File: config.mk
export PLATFORM = sky130hd
export DESIGN_NAME = hsp_config_bank
export DESIGN_NICKNAME = d
export VERILOG_FILES = /design/src/design/hsp_pkg.sv /design/src/design/hsp_modulator.sv /design/src/design/hsp_config_bank.sv
export VERILOG_INCLUDE_DIRS = /design/src /design/src/design
export SDC_FILE = /design/constraint.sdc
export NUM_CORES = 1
export LEC_CHECK = 0
export ABC_AREA = 1
export BUFFER_PORTS_ARGS = -buffer_cell sky130_fd_sc_hd__buf_4
export CAP_MARGIN = 15
export CORE_ASPECT_RATIO = 1.5
export CORE_UTILIZATION = 30
export CTS_CLUSTER_SIZE = 16
export DETAILED_ROUTE_END_ITERATION = 7
export GPL_TIMING_DRIVEN = 0
export PLACE_DENSITY = 0.46
export SLEW_MARGIN = 10
export SYNTH_ARGS = -nofsm -noshare
export SYNTH_HDL_FRONTEND = slang
export SYNTH_HIERARCHICAL = 1
export SYNTH_SLANG_ARGS = --single-unit
File: constraint.sdc
create_clock -name clock_in -period 1.84 [get_ports clock_in]
set_input_delay 0.184 -clock clock_in [delete_from_list [all_inputs] [get_ports clock_in]]
set_output_delay 0.184 -clock clock_in [all_outputs]
set_load 0.02 [all_outputs]
File: src/design/hsp_defs.svh
// Constants of the high-side switch and modulator configuration bank
`ifndef HSP_DEFS_SVH
`define HSP_DEFS_SVH
`define HSP_ADDR_SEL_AB 7'h14
`define HSP_ADDR_SEL_CD 7'h15
`define HSP_ADDR_PIN_CFG 7'h17
`define HSP_ADDR_DUTY_A 7'h18
`define HSP_ADDR_DUTY_B 7'h19
`define HSP_ADDR_RATE 7'h1C
`define HSP_ADDR_SCRATCH 7'h1E
`define HSP_SEL_MASK 8'h77
`define HSP_RATE_MASK 8'h05
`define HSP_RESET_VALUE 8'h00
`define HSP_CLK_HZ 100000000
`define HSP_SLOW_HZ 200
`define HSP_FAST_HZ 400
`define HSP_STEPS 255
// Clock cycles per step at each rate, rounded down
`define HSP_STEP_SLOW ((`HSP_CLK_HZ / `HSP_SLOW_HZ) / `HSP_STEPS)
`define HSP_STEP_FAST ((`HSP_CLK_HZ / `HSP_FAST_HZ) / `HSP_STEPS)
`endif

File: src/design/hsp_pkg.sv
// Types of the high-side switch and modulator configuration bank
package hsp_pkg;
   typedef enum logic [2:0] {
      HSP_SRC_OFF = 3'h0,
      HSP_SRC_ON = 3'h1,
      HSP_SRC_TIMER_A = 3'h2,
      HSP_SRC_TIMER_B = 3'h3,
      HSP_SRC_MOD_A = 3'h4,
      HSP_SRC_MOD_B = 3'h5
   } hsp_source_t;
   typedef enum logic [2:0] {
      HSP_PIN_OFF = 3'h4,
      HSP_PIN_WAKE = 3'h5,
      HSP_PIN_LOW_ON = 3'h6,
      HSP_PIN_HIGH_ON = 3'h7
   } hsp_pin_mode_t;
endpackage

File: src/design/hsp_modulator.sv
// One duty-cycle modulator with 255 steps per period
`timescale 1ns/10ps
`include "hsp_defs.svh"
module hsp_modulator (
   input wire logic clock_in,
   input wire logic rst_n_in,
   input wire logic [7:0] duty_in,
   input wire logic fast_in,
   output logic pulse_out
);
   logic [17:0] step_count;
   logic [7:0] phase;
   logic [17:0] step_len;
   assign step_len = fast_in ? 18'(`HSP_STEP_FAST) : 18'(`HSP_STEP_SLOW);
   always_ff @(posedge clock_in or negedge rst_n_in) begin
      if (!rst_n_in) begin
         step_count <= 18'h0;
         phase <= 8'h0;
      end else if (step_count >= step_len - 18'h1) begin
         step_count <= 18'h0;
         phase <= (phase == 8'(`HSP_STEPS - 1)) ? 8'h0 : phase + 8'h1;
      end else begin
         step_count <= step_count + 18'h1;
      end
   end
   // Zero never fires, 255 always above phase so fully on
   always_ff @(posedge clock_in or negedge rst_n_in) begin
      if (!rst_n_in) begin
         pulse_out <= 1'b0;
      end else begin
         pulse_out <= (phase < duty_in);
      end
   end
   a_duty_zero_off: assert property (@(posedge clock_in) disable iff (!rst_n_in)
      (duty_in == 8'h0) [*2] |-> !pulse_out) else $error("pulse high at zero duty");
   a_duty_full_on: assert property (@(posedge clock_in) disable iff (!rst_n_in)
      (duty_in == 8'hFF) [*2] |-> pulse_out) else $error("pulse low at full duty");
   a_phase_range: assert property (@(posedge clock_in) disable iff (!rst_n_in)
      phase < 8'hFF) else $error("phase beyond 254");
endmodule // hsp_modulator

File: src/design/hsp_config_bank.sv
// Register bank for switch sources, pin setup, modulators and scratch byte
`timescale 1ns/10ps
`include "hsp_defs.svh"
module hsp_config_bank (
   input wire logic clock_in,
   input wire logic rst_n_in,
   input wire logic soft_reset_in,
   input wire logic restart_entry_in,
   input wire logic normal_mode_in,
   input wire logic frame_valid_in,
   input wire logic [6:0] frame_addr_in,
   input wire logic frame_write_in,
   input wire logic [7:0] frame_data_in,
   output logic [7:0] frame_rdata_out,
   input wire logic [3:0] fault_in,
   input wire logic timer_a_level_in,
   input wire logic timer_b_level_in,
   output logic [3:0] switch_out,
   output logic [3:0] timer_assigned_out,
   output logic [1:0] fail_output_duty_out,
   output logic [2:0] multipurpose_pin_a_out,
   output logic [2:0] multipurpose_pin_b_out,
   output logic modulator_a_out,
   output logic modulator_b_out
);
   // ----------------------------------------
   // Register state
   // ----------------------------------------
   logic [7:0] high_side_select_ab;
   logic [7:0] high_side_select_cd;
   logic [7:0] multipurpose_pin_config;
   logic [7:0] pulse_duty_a;
   logic [7:0] pulse_duty_b;
   logic [7:0] pulse_rate_select;
   logic [7:0] host_scratch_byte;
   logic [2:0] field [4];
   logic [3:0] fault_meta;
   logic [3:0] fault_sync;
   logic [1:0] timer_meta;
   logic [1:0] timer_sync;

   function automatic logic wr_hit(input logic [6:0] addr);
      wr_hit = frame_valid_in && frame_write_in && (frame_addr_in == addr);
   endfunction

   function automatic logic src_level(input logic [2:0] sel);
      case (sel)
         hsp_pkg::HSP_SRC_ON: src_level = 1'b1;
         hsp_pkg::HSP_SRC_TIMER_A: src_level = timer_sync[0];
         hsp_pkg::HSP_SRC_TIMER_B: src_level = timer_sync[1];
         hsp_pkg::HSP_SRC_MOD_A: src_level = modulator_a_out;
         hsp_pkg::HSP_SRC_MOD_B: src_level = modulator_b_out;
         default: src_level = 1'b0;
      endcase
   endfunction

   // ----------------------------------------
   // Input synchronisers
   // ----------------------------------------
   always_ff @(posedge clock_in or negedge rst_n_in) begin
      if (!rst_n_in) begin
         fault_meta <= 4'h0;
         fault_sync <= 4'h0;
         timer_meta <= 2'h0;
         timer_sync <= 2'h0;
      end else begin
         fault_meta <= fault_in;
         fault_sync <= fault_meta;
         timer_meta <= {timer_b_level_in, timer_a_level_in};
         timer_sync <= timer_meta;
      end
   end

   // ----------------------------------------
   // Switch select registers
   // ----------------------------------------
   // Fault clear beats a host write in the same cycle, keeping the switch off
   always_ff @(posedge clock_in or negedge rst_n_in) begin
      if (!rst_n_in) begin
         high_side_select_ab <= `HSP_RESET_VALUE;
      end else if (soft_reset_in || restart_entry_in) begin
         high_side_select_ab <= `HSP_RESET_VALUE;
      end else begin
         if (wr_hit(`HSP_ADDR_SEL_AB)) begin
            high_side_select_ab <= frame_data_in & `HSP_SEL_MASK;
         end
         if (fault_sync[0]) begin
            high_side_select_ab[2:0] <= 3'h0;
         end
         if (fault_sync[1]) begin
            high_side_select_ab[6:4] <= 3'h0;
         end
      end
   end

   always_ff @(posedge clock_in or negedge rst_n_in) begin
      if (!rst_n_in) begin
         high_side_select_cd <= `HSP_RESET_VALUE;
      end else if (soft_reset_in || restart_entry_in) begin
         high_side_select_cd <= `HSP_RESET_VALUE;
      end else begin
         if (wr_hit(`HSP_ADDR_SEL_CD)) begin
            high_side_select_cd <= frame_data_in & `HSP_SEL_MASK;
         end
         if (fault_sync[2]) begin
            high_side_select_cd[2:0] <= 3'h0;
         end
         if (fault_sync[3]) begin
            high_side_select_cd[6:4] <= 3'h0;
         end
      end
   end

   // ----------------------------------------
   // Pin, duty and rate registers
   // ----------------------------------------
   always_ff @(posedge clock_in or negedge rst_n_in) begin
      if (!rst_n_in) begin
         multipurpose_pin_config <= `HSP_RESET_VALUE;
         pulse_duty_a <= `HSP_RESET_VALUE;
         pulse_duty_b <= `HSP_RESET_VALUE;
      end else if (soft_reset_in) begin
         multipurpose_pin_config <= `HSP_RESET_VALUE;
         pulse_duty_a <= `HSP_RESET_VALUE;
         pulse_duty_b <= `HSP_RESET_VALUE;
      end else begin
         if (wr_hit(`HSP_ADDR_PIN_CFG)) begin
            multipurpose_pin_config <= frame_data_in;
         end
         if (wr_hit(`HSP_ADDR_DUTY_A)) begin
            pulse_duty_a <= frame_data_in;
         end
         if (wr_hit(`HSP_ADDR_DUTY_B)) begin
            pulse_duty_b <= frame_data_in;
         end
      end
   end

   always_ff @(posedge clock_in or negedge rst_n_in) begin
      if (!rst_n_in) begin
         pulse_rate_select <= `HSP_RESET_VALUE;
      end else if (soft_reset_in) begin
         pulse_rate_select <= `HSP_RESET_VALUE;
      end else if (wr_hit(`HSP_ADDR_RATE)) begin
         pulse_rate_select <= frame_data_in & `HSP_RATE_MASK;
      end
   end

   // ----------------------------------------
   // Scratch byte
   // ----------------------------------------
   // Only the power-on reset reaches it; soft reset and restart do not
   always_ff @(posedge clock_in or negedge rst_n_in) begin
      if (!rst_n_in) begin
         host_scratch_byte <= `HSP_RESET_VALUE;
      end else if (wr_hit(`HSP_ADDR_SCRATCH) && normal_mode_in) begin
         host_scratch_byte <= frame_data_in;
      end
   end

   // ----------------------------------------
   // Read data
   // ----------------------------------------
   always_ff @(posedge clock_in or negedge rst_n_in) begin
      if (!rst_n_in) begin
         frame_rdata_out <= 8'h00;
      end else if (frame_valid_in) begin
         case (frame_addr_in)
            `HSP_ADDR_SEL_AB: frame_rdata_out <= high_side_select_ab;
            `HSP_ADDR_SEL_CD: frame_rdata_out <= high_side_select_cd;
            `HSP_ADDR_PIN_CFG: frame_rdata_out <= multipurpose_pin_config;
            `HSP_ADDR_DUTY_A: frame_rdata_out <= pulse_duty_a;
            `HSP_ADDR_DUTY_B: frame_rdata_out <= pulse_duty_b;
            `HSP_ADDR_RATE: frame_rdata_out <= pulse_rate_select;
            `HSP_ADDR_SCRATCH: frame_rdata_out <= normal_mode_in ? host_scratch_byte : 8'h00;
            default: frame_rdata_out <= 8'h00;
         endcase
      end
   end

   // ----------------------------------------
   // Modulators and switch drive
   // ----------------------------------------
   hsp_modulator u_modulator_a (
      .clock_in(clock_in),
      .rst_n_in(rst_n_in),
      .duty_in(pulse_duty_a),
      .fast_in(pulse_rate_select[0]),
      .pulse_out(modulator_a_out)
   );
   hsp_modulator u_modulator_b (
      .clock_in(clock_in),
      .rst_n_in(rst_n_in),
      .duty_in(pulse_duty_b),
      .fast_in(pulse_rate_select[2]),
      .pulse_out(modulator_b_out)
   );

   assign field[0] = high_side_select_ab[2:0];
   assign field[1] = high_side_select_ab[6:4];
   assign field[2] = high_side_select_cd[2:0];
   assign field[3] = high_side_select_cd[6:4];

   // Timer engine outside starts once assigned, then on-time set
   always_comb begin
      for (int i = 0; i < 4; i++) begin
         timer_assigned_out[i] = (field[i] == hsp_pkg::HSP_SRC_TIMER_A)
            || (field[i] == hsp_pkg::HSP_SRC_TIMER_B);
      end
   end

   always_ff @(posedge clock_in or negedge rst_n_in) begin
      if (!rst_n_in) begin
         switch_out <= 4'h0;
      end else begin
         for (int i = 0; i < 4; i++) begin
            switch_out[i] <= src_level(field[i]);
         end
      end
   end

   assign fail_output_duty_out = multipurpose_pin_config[7:6];
   assign multipurpose_pin_a_out = multipurpose_pin_config[2:0];
   assign multipurpose_pin_b_out = multipurpose_pin_config[5:3];

   // ----------------------------------------
   // Checks
   // ----------------------------------------
   a_fault_clears_a: assert property (@(posedge clock_in) disable iff (!rst_n_in)
      fault_sync[0] && !soft_reset_in |=> high_side_select_ab[2:0] == 3'h0)
      else $error("switch a select not cleared by fault");
   a_restart_clears_sel: assert property (@(posedge clock_in) disable iff (!rst_n_in)
      restart_entry_in |=> high_side_select_ab == 8'h00 && high_side_select_cd == 8'h00)
      else $error("select not cleared on restart");
   a_restart_keeps_cfg: assert property (@(posedge clock_in) disable iff (!rst_n_in)
      restart_entry_in && !soft_reset_in && !frame_valid_in |=> $stable(pulse_duty_a)
      && $stable(multipurpose_pin_config) && $stable(pulse_rate_select))
      else $error("config lost on restart");
   a_soft_keeps_scratch: assert property (@(posedge clock_in) disable iff (!rst_n_in)
      soft_reset_in && !frame_valid_in |=> $stable(host_scratch_byte))
      else $error("scratch lost on soft reset");
   a_scratch_mode_gate: assert property (@(posedge clock_in) disable iff (!rst_n_in)
      !normal_mode_in |=> $stable(host_scratch_byte))
      else $error("scratch written outside normal mode");
   a_reserved_zero: assert property (@(posedge clock_in) disable iff (!rst_n_in)
      (high_side_select_ab & 8'h88) == 8'h00 && (pulse_rate_select & 8'hFA) == 8'h00)
      else $error("reserved bit set");
   a_switch_on_src: assert property (@(posedge clock_in) disable iff (!rst_n_in)
      field[0] == hsp_pkg::HSP_SRC_ON |=> switch_out[0] || fault_sync[0])
      else $error("switch a not on");
   a_switch_off_src: assert property (@(posedge clock_in) disable iff (!rst_n_in)
      field[3] == hsp_pkg::HSP_SRC_OFF |=> !switch_out[3])
      else $error("switch d not off");
endmodule // hsp_config_bank

==> results_dict.tcl, run 1 <==
set metrics [dict create \
    post-dp-hpwl_um 13500 \
    path_common_cell "nand2_1" \
    dieHeight_um 185 \
    setup_slack_ns 0.0821 \
    drive_gt1_share_pct 19.0 \
    cts_buffer_depth 2 \
    avgSynthCellArea_um2 8.26 \
    htree_levels 4 \
    grt.total_usage_pct 17.4 \
    crit_family "simple AND/OR/NAND/NOR gates" \
    synth_compound_area_share_pct 5.00 \
    hold-worst-slack_ns 0.0313 \
    cts-root-buf "clkbuf_16" \
    drc 0 \
    setup_viol 0 \
    crit_start "pulse_rate_select[2]" \
    synth_top_area_share_pct 46.3 \
    ys_warn_count 6 \
    grt_pass1_wl_um 29500 \
    worstPathRequired_ns 2.15 \
    status "complete, no violations" \
    dieArea_um2 22900 \
    overflow 0 \
    grt_antenna_before_repair 0 \
    core_area_um2 21800 \
    yosys.area_share.simple_pct 33.7 \
    initial_utilization_pct 30.7 \
    crit_path_end_kind "flip-flop" \
    worstHoldStart "frame_data_in[0]" \
    fin_total_pwr_mw 7.80 \
    peakVddDrop_mv 0.687 \
    r2r_start "pulse_rate_select[2]" \
    power_leakage_nw 4.07 \
    worstMarginPinSlew_ns 0.719 \
    period_share_pct 95.5 \
    ios 54 \
    utilization_pct 38.5 \
    hold_viol_final 0 \
    fmax_mhz 569 \
    rows 66 \
    syn_inst 811 \
    vias 5512 \
    yosys-top-cells-area "dfrtp_1 46%, nand2_1 12%, nand3_1 8.3%, ha_1 6.2%, nor2_1 4.4%" \
    drt-vias-per-instance 4.59 \
    min_period_ns 1.76 \
    crit_chain "buf_6 -> ha_4 -> nor2_2 -> nand2_2 -> nor4_4 -> nand2_4 -> clkbuf_16 -> nand2_1 -> nand2_1" \
    synth_mux_area_share_pct 0 \
    synth_top_area_cell "dfrtp_1" \
    slew_viol_final 0 \
    tritoncts "built" \
    die_w_um 124 \
    portBuffers 51 \
    max_slew_margin_pct 51.9 \
    start_kind "flip-flop" \
    crit_buf_inv 2 \
    wirelength_um 18500 \
    synth_xor_area_share_pct 2.88 \
    synth_adder_area_share_pct 6.16 \
    hold_class "primary input to flip-flop" \
    worst_path_largest_cell_delay_ns 0.47 \
    clk-insertion-delay-late_ns 0.42 \
    wire_per_inst_um 15.4 \
    clkTransAtPathRegs_ns 0.06 \
    grt_pass1_vias 5555 \
    ys_seq_area_share_pct 46.3 \
    path_max_fanout 4 \
    grt_max_degree 71 \
    drt-initial-drc-count 297 \
    cts_buffers 17 \
    crit_slowest_cell "dfrtp_2" \
    synth_top_family_by_area "simple AND/OR/NAND/NOR gates" \
    syn_area_um2 6700 \
    synth_seq_cells 124 \
    area_growth_pct 25.2 \
    synth.distinct_cells 39 \
    gp_congestion 0.847 \
    fin_skew_ns 0.00428 \
    arrival_ns 2.07 \
    ant_nets 0 \
    max-cap-violations 0 \
    first_pass_iters 4 \
    cts.sinks 124 \
    antennaDiodeCount 0 \
    final_nets 979 \
    crit_type "flip-flop to flip-flop" \
    pwr_density_cell_nw_per_um2 930 \
    dp_slack_ns -0.206 \
]
## worst paths after layout
| check | endpoint | slack (ns) | cells after the start |
|---|---|---|---|
| max in group asynchronous | frame_rdata_out[0] | 0.81 | 3 |
| min in group asynchronous | timer_sync[0] | 0.29 | 2 |
| worst min register to register | fault_sync[1] | 0.35 | 0 |
| worst max register to register | u_modulator_b/phase[1] | 0.08 | 9 |
| worst min-delay path | high_side_select_cd[0] | 0.03 | 3 |
| worst max-delay path | u_modulator_b/phase[1] | 0.08 | 9 |
## cell families (layout without fill, tap and decap cells)
kind of cell	after synthesis	after routing
AO/OA/AOI/OAI	61	61
buffers and inverters	92	200
adder cells (fa/ha/maj)	33	33
AND/OR/NAND/NOR	477	478
flip-flops	124	124
other	2	12
XOR/XNOR	22	22
## tightest hold or removal path: stages
cell	delay, ns
buf_4	0.09
nand4_1	0.07
o21ai_0	0.07
## sequential cells by signal, summed over array words and instances, names as in the netlist, 4 cells and up
name                      flops
fault_sync                    4
host_scratch_byte             8
frame_rdata_out               8
u_modulator_a/step_count     18
pulse_duty_a                  8
pulse_duty_b                  8
u_modulator_b/phase           8
switch_out                    4
u_modulator_a/phase           8
multipurpose_pin_config       8
u_modulator_b/step_count     18
high_side_select_cd           6
fault_meta                    4
high_side_select_ab           6
## synthesized netlist by cell type
cell	number
nor4_4	2
nor3b_1	2
nor2_1	78
inv_4	1
xnor2_1	6
nand3_4	3
clkinv_1	1
nand4_1	13
buf_4	4
a21o_1	1
inv_2	6
nand4_4	1
nand2_4	3
and3_1	2
o21ai_0	23
nand2_2	7
a21oi_1	19
o31ai_1	1
o221ai_1	1
a211oi_1	2
nor2_4	9
buf_2	2
nor2_8	1
dfrtp_1	124
nor3_1	7
o21ai_1	11
clkbuf_1	3
or2_4	2
buf_6	3
xor2_1	16
ha_1	33
nor2_2	20
nand3_1	111
o21ai_4	1
o211ai_1	1
conb_1	2
nand2_1	216
a21boi_0	1
inv_1	72
## layout by cell type, fill, tap and decap left out, types with 11 or more instances in the layout
cell type	n
nand2_1	214
dfrtp_1	122
nand3_1	109
nor2_1	76
inv_1	71
buf_4	66
ha_1	31
o21ai_0	23
nor2_2	22
a21oi_1	18
clkbuf_16	18
xor2_1	16
nand4_1	13
conb_1	12
o21ai_1	11
## metrics by stage
| stage | area (um^2) | setup TNS [ns] | std cells |
|---|---|---|---|
| 4_1_cts | 8210 | -0.00163 | 1191 |
| 3_5_place_dp | 7490 | -4.38 | 1145 |
| 6_report | 8390 | 0 | 1202 |
| 2_1_floorplan | 6740 | 0 | 821 |
| 3_3_place_gp | 7460 | -4.57 | 1144 |
| 5_1_grt | 8390 | -0.0551 | 1202 |
## layer usage
layer	vias to the layer above	routed length, um	GRT usage (%)
met2	84	10000	31.8
li1	2827	-	-
met1	2573	7210	18.5
met4	0	755	9.05
met3	28	510	3.66
met5	-	0	0
## final cells by class
class	count	area (um^2)
buffer	12	92.6
clock buffer	23	468
clock inverter	8	92.6
fill	2252	13400
inverter	80	303
multi-input combinational	606	3320
sequential	124	3110
tap	272	340
timing repair buffer	77	664
## where the power goes
group / leakage, nW / internal (mW) / switching [mW]
logic: 2.15 / 0.543 / 0.741
clock network: 0.277 / 2.04 / 1.22
registers: 1.64 / 2.95 / 0.307
## what timing repair did
| item | in CTS | in global routing |
|---|---|---|
| pin swaps | 4 | 9 |
| gates cloned | 0 | 2 |
| hold endpoints to repair | 60 | 0 |
| setup endpoints to repair | 38 | 40 |
| gates resized for setup | 4 | 19 |
| hold buffers | 7 | 0 |
| buffers inserted | 8 | 9 |
(Power assumes the default switching activity.)
==> run 2: changes to the inputs <==
RECOVER_POWER = 25   (was default)
==> results_dict.tcl, run 2 (synthesis gave the netlist of run 1 again) <==
set metrics [dict create \
    status "complete, no violations" \
    worstPathRequired_ns 2.15 \
    area_growth_pct 25.2 \
    first_pass_iters 5 \
    dieArea_um2 22900 \
    rows 66 \
    cts-root-buf "clkbuf_16" \
    gp_congestion 0.847 \
    grt_pass1_vias 5555 \
    drive_gt1_share_pct 19.0 \
    clkTransAtPathRegs_ns 0.06 \
    overflow 0 \
    min_period_ns 1.76 \
    crit_type "flip-flop to flip-flop" \
    fin_total_pwr_mw 7.80 \
    fmax_mhz 569 \
    path_max_fanout 4 \
    tritoncts "built" \
    ios 54 \
    r2r_start "pulse_rate_select[2]" \
    final_cell_mix "214 x nand2_1, 122 x dfrtp_1, 109 x nand3_1" \
    grt_max_degree 71 \
    grt.total_usage_pct 17.4 \
    drt-initial-drc-count 295 \
    hold_end "high_side_select_cd[0]" \
    hold-worst-slack_ns 0.0314 \
    slew_viol_final 0 \
    stdcell_area_um2 8390 \
    setup_slack_ns 0.0819 \
    grt_antenna_before_repair 0 \
    wire_per_inst_um 15.4 \
    htree_levels 4 \
    period_share_pct 95.6 \
    peakVddDrop_mv 0.687 \
    wirelength_um 18500 \
    core_area_um2 21800 \
    ant_nets 0 \
    drc 0 \
    setup_viol 0 \
    reg2regPathDepth 9 \
    grt_pass1_wl_um 29500 \
    max-cap-violations 0 \
    die_w_um 124 \
    worstMarginPinSlew_ns 0.719 \
    dp_slack_ns -0.206 \
    final_nets 979 \
    power_leakage_nw 4.06 \
    crit_path_end_kind "flip-flop" \
    max_slew_margin_pct 51.9 \
    cts.sinks 124 \
    fin_skew_ns 0.00428 \
    dieHeight_um 185 \
    reg.largest.list "u_modulator_a/step_count x18, u_modulator_b/step_count x18" \
    cts_buffer_depth 2 \
    stdcell_count 1202 \
    pwr_density_cell_nw_per_um2 930 \
    final_common_cell "nand2_1" \
    hold_viol_final 0 \
    dp_cells 1145 \
    reg2reg_to "u_modulator_b/phase[1]" \
    initial_utilization_pct 30.7 \
    post-dp-hpwl_um 13500 \
    hold_path_depth 3 \
    tns_ns 0 \
    hold_class "primary input to flip-flop" \
    portBuffers 51 \
    dpl-instance-area_um2 7490 \
    cts_buffers 17 \
    vias 5510 \
    drt-vias-per-instance 4.58 \
    start_kind "flip-flop" \
    arrival_ns 2.07 \
    reg2reg_slack_ns 0.08 \
    clk-insertion-delay-late_ns 0.42 \
    antennaDiodeCount 0 \
    worstHoldStart "frame_data_in[0]" \
    utilization_pct 38.5 \
]
[run 2: cell types whose count changed in the layout (fill, tap and decap cells not counted), sizes merged]
cell,previous run,this run
buf,78,72
clkbuf,27,33
[run 2: how the worst max path moves through the flow]
stage,cells past startpoint,to,from,slack (ns)
floorplan,10,u_modulator_a/step_count[10],pulse_rate_select[0],0.22
global placement,10,u_modulator_b/step_count[10],pulse_rate_select[2],-0.20
detailed placement,10,u_modulator_b/step_count[10],pulse_rate_select[2],-0.21
CTS,8,u_modulator_b/step_count[9],pulse_rate_select[2],-0.002
global route,13,u_modulator_b/phase[0],pulse_rate_select[2],-0.02
finish,9,u_modulator_b/phase[1],pulse_rate_select[2],0.08
[run 2: report_power, final]
group          total (mW)  internal [mW]  switching (mW)
Sequential           3.25           2.95           0.307
Combinational        1.28          0.542           0.740
Clock                3.26           2.04            1.22
Total                7.80           5.53            2.26
[run 2: metal layers]
metal  vias to the layer above  track usage [%]  wire [um]
met3                        28             3.66        500
met4                         0             9.05        755
met2                        87             31.8      10000
met5                         -                0          0
met1                      2569             18.5       7230
li1                       2826                -          -
[run 2: cell type report]
type | instances | area [um^2]
Fill cell | 2252 | 13400
Clock buffer | 23 | 468
Multi-Input combinational cell | 606 | 3320
Buffer | 12 | 92.6
Sequential cell | 124 | 3110
Timing Repair Buffer | 77 | 664
Inverter | 80 | 303
Tap cell | 272 | 340
Clock inverter | 8 | 92.6
[run 2: what timing repair did]
action / 4_1_cts / 5_1_grt
hold buffers: 7 / 0
gates resized for setup: 4 / 19
setup endpoints to repair: 38 / 40
endpoints found under the hold margin: 60 / 0
setup buffers: 8 / 9
cloned: 0 / 2
pin swaps: 4 / 9
[run 2: critical path, stage by stage, from the launching register on]
cell,delay [ns]
dfrtp_2,0.47
buf_6,0.16
ha_4,0.15
nor2_2,0.10
nand2_2,0.07
nor4_4,0.28
nand2_4,0.14
clkbuf_16,0.17
nand2_1,0.05
nand2_1,0.05
==> run 3: changes to the inputs <==
SYNTH_HIERARCHICAL = default   (was 1)
==> results_dict.tcl, run 3 <==
set metrics [dict create \
    status "complete, no violations" \
    fin_skew_ns 0.00938 \
    drc 0 \
    stdcell_area_um2 8030 \
    path_max_fanout 11 \
    power_leakage_nw 3.89 \
    max_slew_margin_pct 54.3 \
    period_share_pct 94.5 \
    initial_utilization_pct 30.7 \
    grt.total_usage_pct 17.0 \
    setup_viol 0 \
    grt_pass1_vias 5568 \
    final_common_cell "nand2_1" \
    cts-root-buf "clkbuf_16" \
    yosys-top-cells-count "209 x nand2_1, 124 x dfrtp_1, 98 x nand3_1" \
    rows 65 \
    wire_per_inst_um 14.7 \
    synth_seq_cells 124 \
    dieHeight_um 182 \
    dieArea_um2 22200 \
    core_area_um2 21100 \
    reg.largest.list "u_modulator_a.step_count x18, u_modulator_b.step_count x18" \
    syn_area_um2 6480 \
    hold_viol_final 0 \
    synth_top_area_share_pct 47.9 \
    die_w_um 122 \
    avgSynthCellArea_um2 8.07 \
    antennaDiodeCount 0 \
    overflow 0 \
    syn_inst 803 \
    nFillCells 2230 \
    tritoncts "built" \
    yosys-top-cells-area "dfrtp_1 48%, nand2_1 12%, nand3_1 7.6%, ha_1 6.2%, nor2_1 5.5%" \
    grt_pass1_wl_um 28300 \
    synth_top_area_cell "dfrtp_1" \
    vias 5398 \
    drt-initial-drc-count 345 \
    post-dp-hpwl_um 13100 \
    wirelength_um 17400 \
    worstPathRequired_ns 2.19 \
    ff_latch_area_um2 3110 \
    rsz0062_at_grt "no" \
    fmax_mhz 575 \
    ys_warn_count 0 \
    synthFlopType "dfrtp_1" \
    crit_type "flip-flop to flip-flop" \
    area_growth_pct 23.8 \
    first_pass_iters 4 \
    dpl-instance-area_um2 7270 \
    start_kind "flip-flop" \
    fin_total_pwr_mw 7.84 \
    ios 54 \
    final_nets 961 \
    drive_gt1_share_pct 15.9 \
    gp_congestion 0.881 \
    cts.sinks 124 \
    worstMarginPinSlew_ns 0.683 \
    ant_nets 0 \
    ys_async_sr_fraction_pct 100 \
    grt_max_degree 76 \
    arrival_ns 2.09 \
    cts_buffer_depth 2 \
    clkTransAtPathRegs_ns 0.06 \
    clk-insertion-delay-late_ns 0.42 \
    hold_class "primary input to flip-flop" \
    ys_seq_area_share_pct 47.9 \
    min_period_ns 1.74 \
    portBuffers 50 \
    htree_levels 4 \
    final_cell_mix "210 x nand2_1, 122 x dfrtp_1, 98 x nand3_1" \
    slew_viol_final 0 \
    crit_path_end_kind "flip-flop" \
    multiInputGateArea_um2 3020 \
    synthMostInstantiatedCell "nand2_1" \
    drt-vias-per-instance 4.57 \
    synth-edff-count 0 \
    grt_antenna_before_repair 0 \
    max-cap-violations 0 \
    pwr_density_cell_nw_per_um2 977 \
    peakVddDrop_mv 0.628 \
    cts_buffers 17 \
    synth.distinct_cells 40 \
]
[run 3: cell count changes after synthesis, sizes merged, moves of 3 or more]
cell    change
nand3      -13
nand4      -12
nand2      -10
nor2        +8
inv         +7
o21ai       +7
xor2        -4
buf         +3
nand3b      +3
[run 3: cell type report]
type                            instances  area share (%)
Multi-Input combinational cell        590            37.7
Inverter                               87            4.11
Clock inverter                         13            1.47
Sequential cell                       124            38.7
Buffer                                 13            1.14
Timing Repair Buffer                   68            7.12
Tap cell                              268            4.18
Clock buffer                           19            5.64
[run 3: final timing paths]
| path | startpoint | endpoint | slack [ns] | cells after the start |
|---|---|---|---|---|
| worst max-delay path | pulse_rate_select[0] | u_modulator_a.step_count[10] | 0.10 | 8 |
| worst min-delay path | frame_data_in[0] | high_side_select_cd[0] | 0.03 | 3 |
| worst max register to register | pulse_rate_select[0] | u_modulator_a.step_count[10] | 0.10 | 8 |
| worst min register to register | timer_meta[0] | timer_sync[0] | 0.35 | 0 |
| max in group asynchronous | rst_n_in | pulse_rate_select[2] | 0.79 | 3 |
| min in group asynchronous | rst_n_in | timer_meta[1] | 0.28 | 2 |
[run 3: cell families after synthesis]
kind of cell / after synthesis / synth area share, %
AO/OA/AOI/OAI: 77 / 6.58
XOR/XNOR: 18 / 2.43
adder cells (fa/ha/maj): 34 / 6.48
buffers and inverters: 100 / 6.48
flip-flops: 124 / 47.9
other: 1 / 0.0578
AND/OR/NAND/NOR: 449 / 30.1
[run 3: report_power, final]
part | total [mW] | internal (mW) | switching [mW]
registers | 3.29 | 2.96 | 0.335
logic | 1.34 | 0.570 | 0.767
clock network | 3.21 | 1.93 | 1.28
[run 3: layer usage]
metal	global-route usage, %	wire [um]	up-vias
met2	31.3	9480	89
met4	9.48	616	0
li1	-	-	2768
met5	0	0	-
met1	17.4	6760	2517
met3	3.44	504	24
[run 3: worst max-delay path, cell delays in order, from the launching register on]
cell and delay, ns:
dfrtp_2 0.48, buf_4 0.16, ha_1 0.17, nor2_1 0.08, nand2_1 0.09, nor2_4 0.29
nand2_8 0.13, clkbuf_16 0.18, nor2_2 0.07
[run 3: what timing repair did]
action / CTS / global route
setup endpoints to repair: 29 / 38
pin swaps: 0 / 2
cloned: 0 / 1
buffers inserted: 0 / 8
endpoints found under the hold margin: 56 / 0
hold buffers: 8 / 0
resized for setup: 3 / 8
[run 3: through the flow]
stage	setup WS [ns]	setup TNS, ns	utilization, %	hold WS (ns)	std cells
2_1_floorplan	0.267	0	-	-0.112	814
3_5_place_dp	-0.171	-2.33	34.4	0.172	1133
6_report	0.102	0	38.0	0.0343	1182
3_3_place_gp	-0.161	-1.90	34.2	0.294	1132
5_1_grt	0.00425	0	38.0	0.0438	1182
4_1_cts	-0.00721	-0.00721	37.5	0.0188	1173
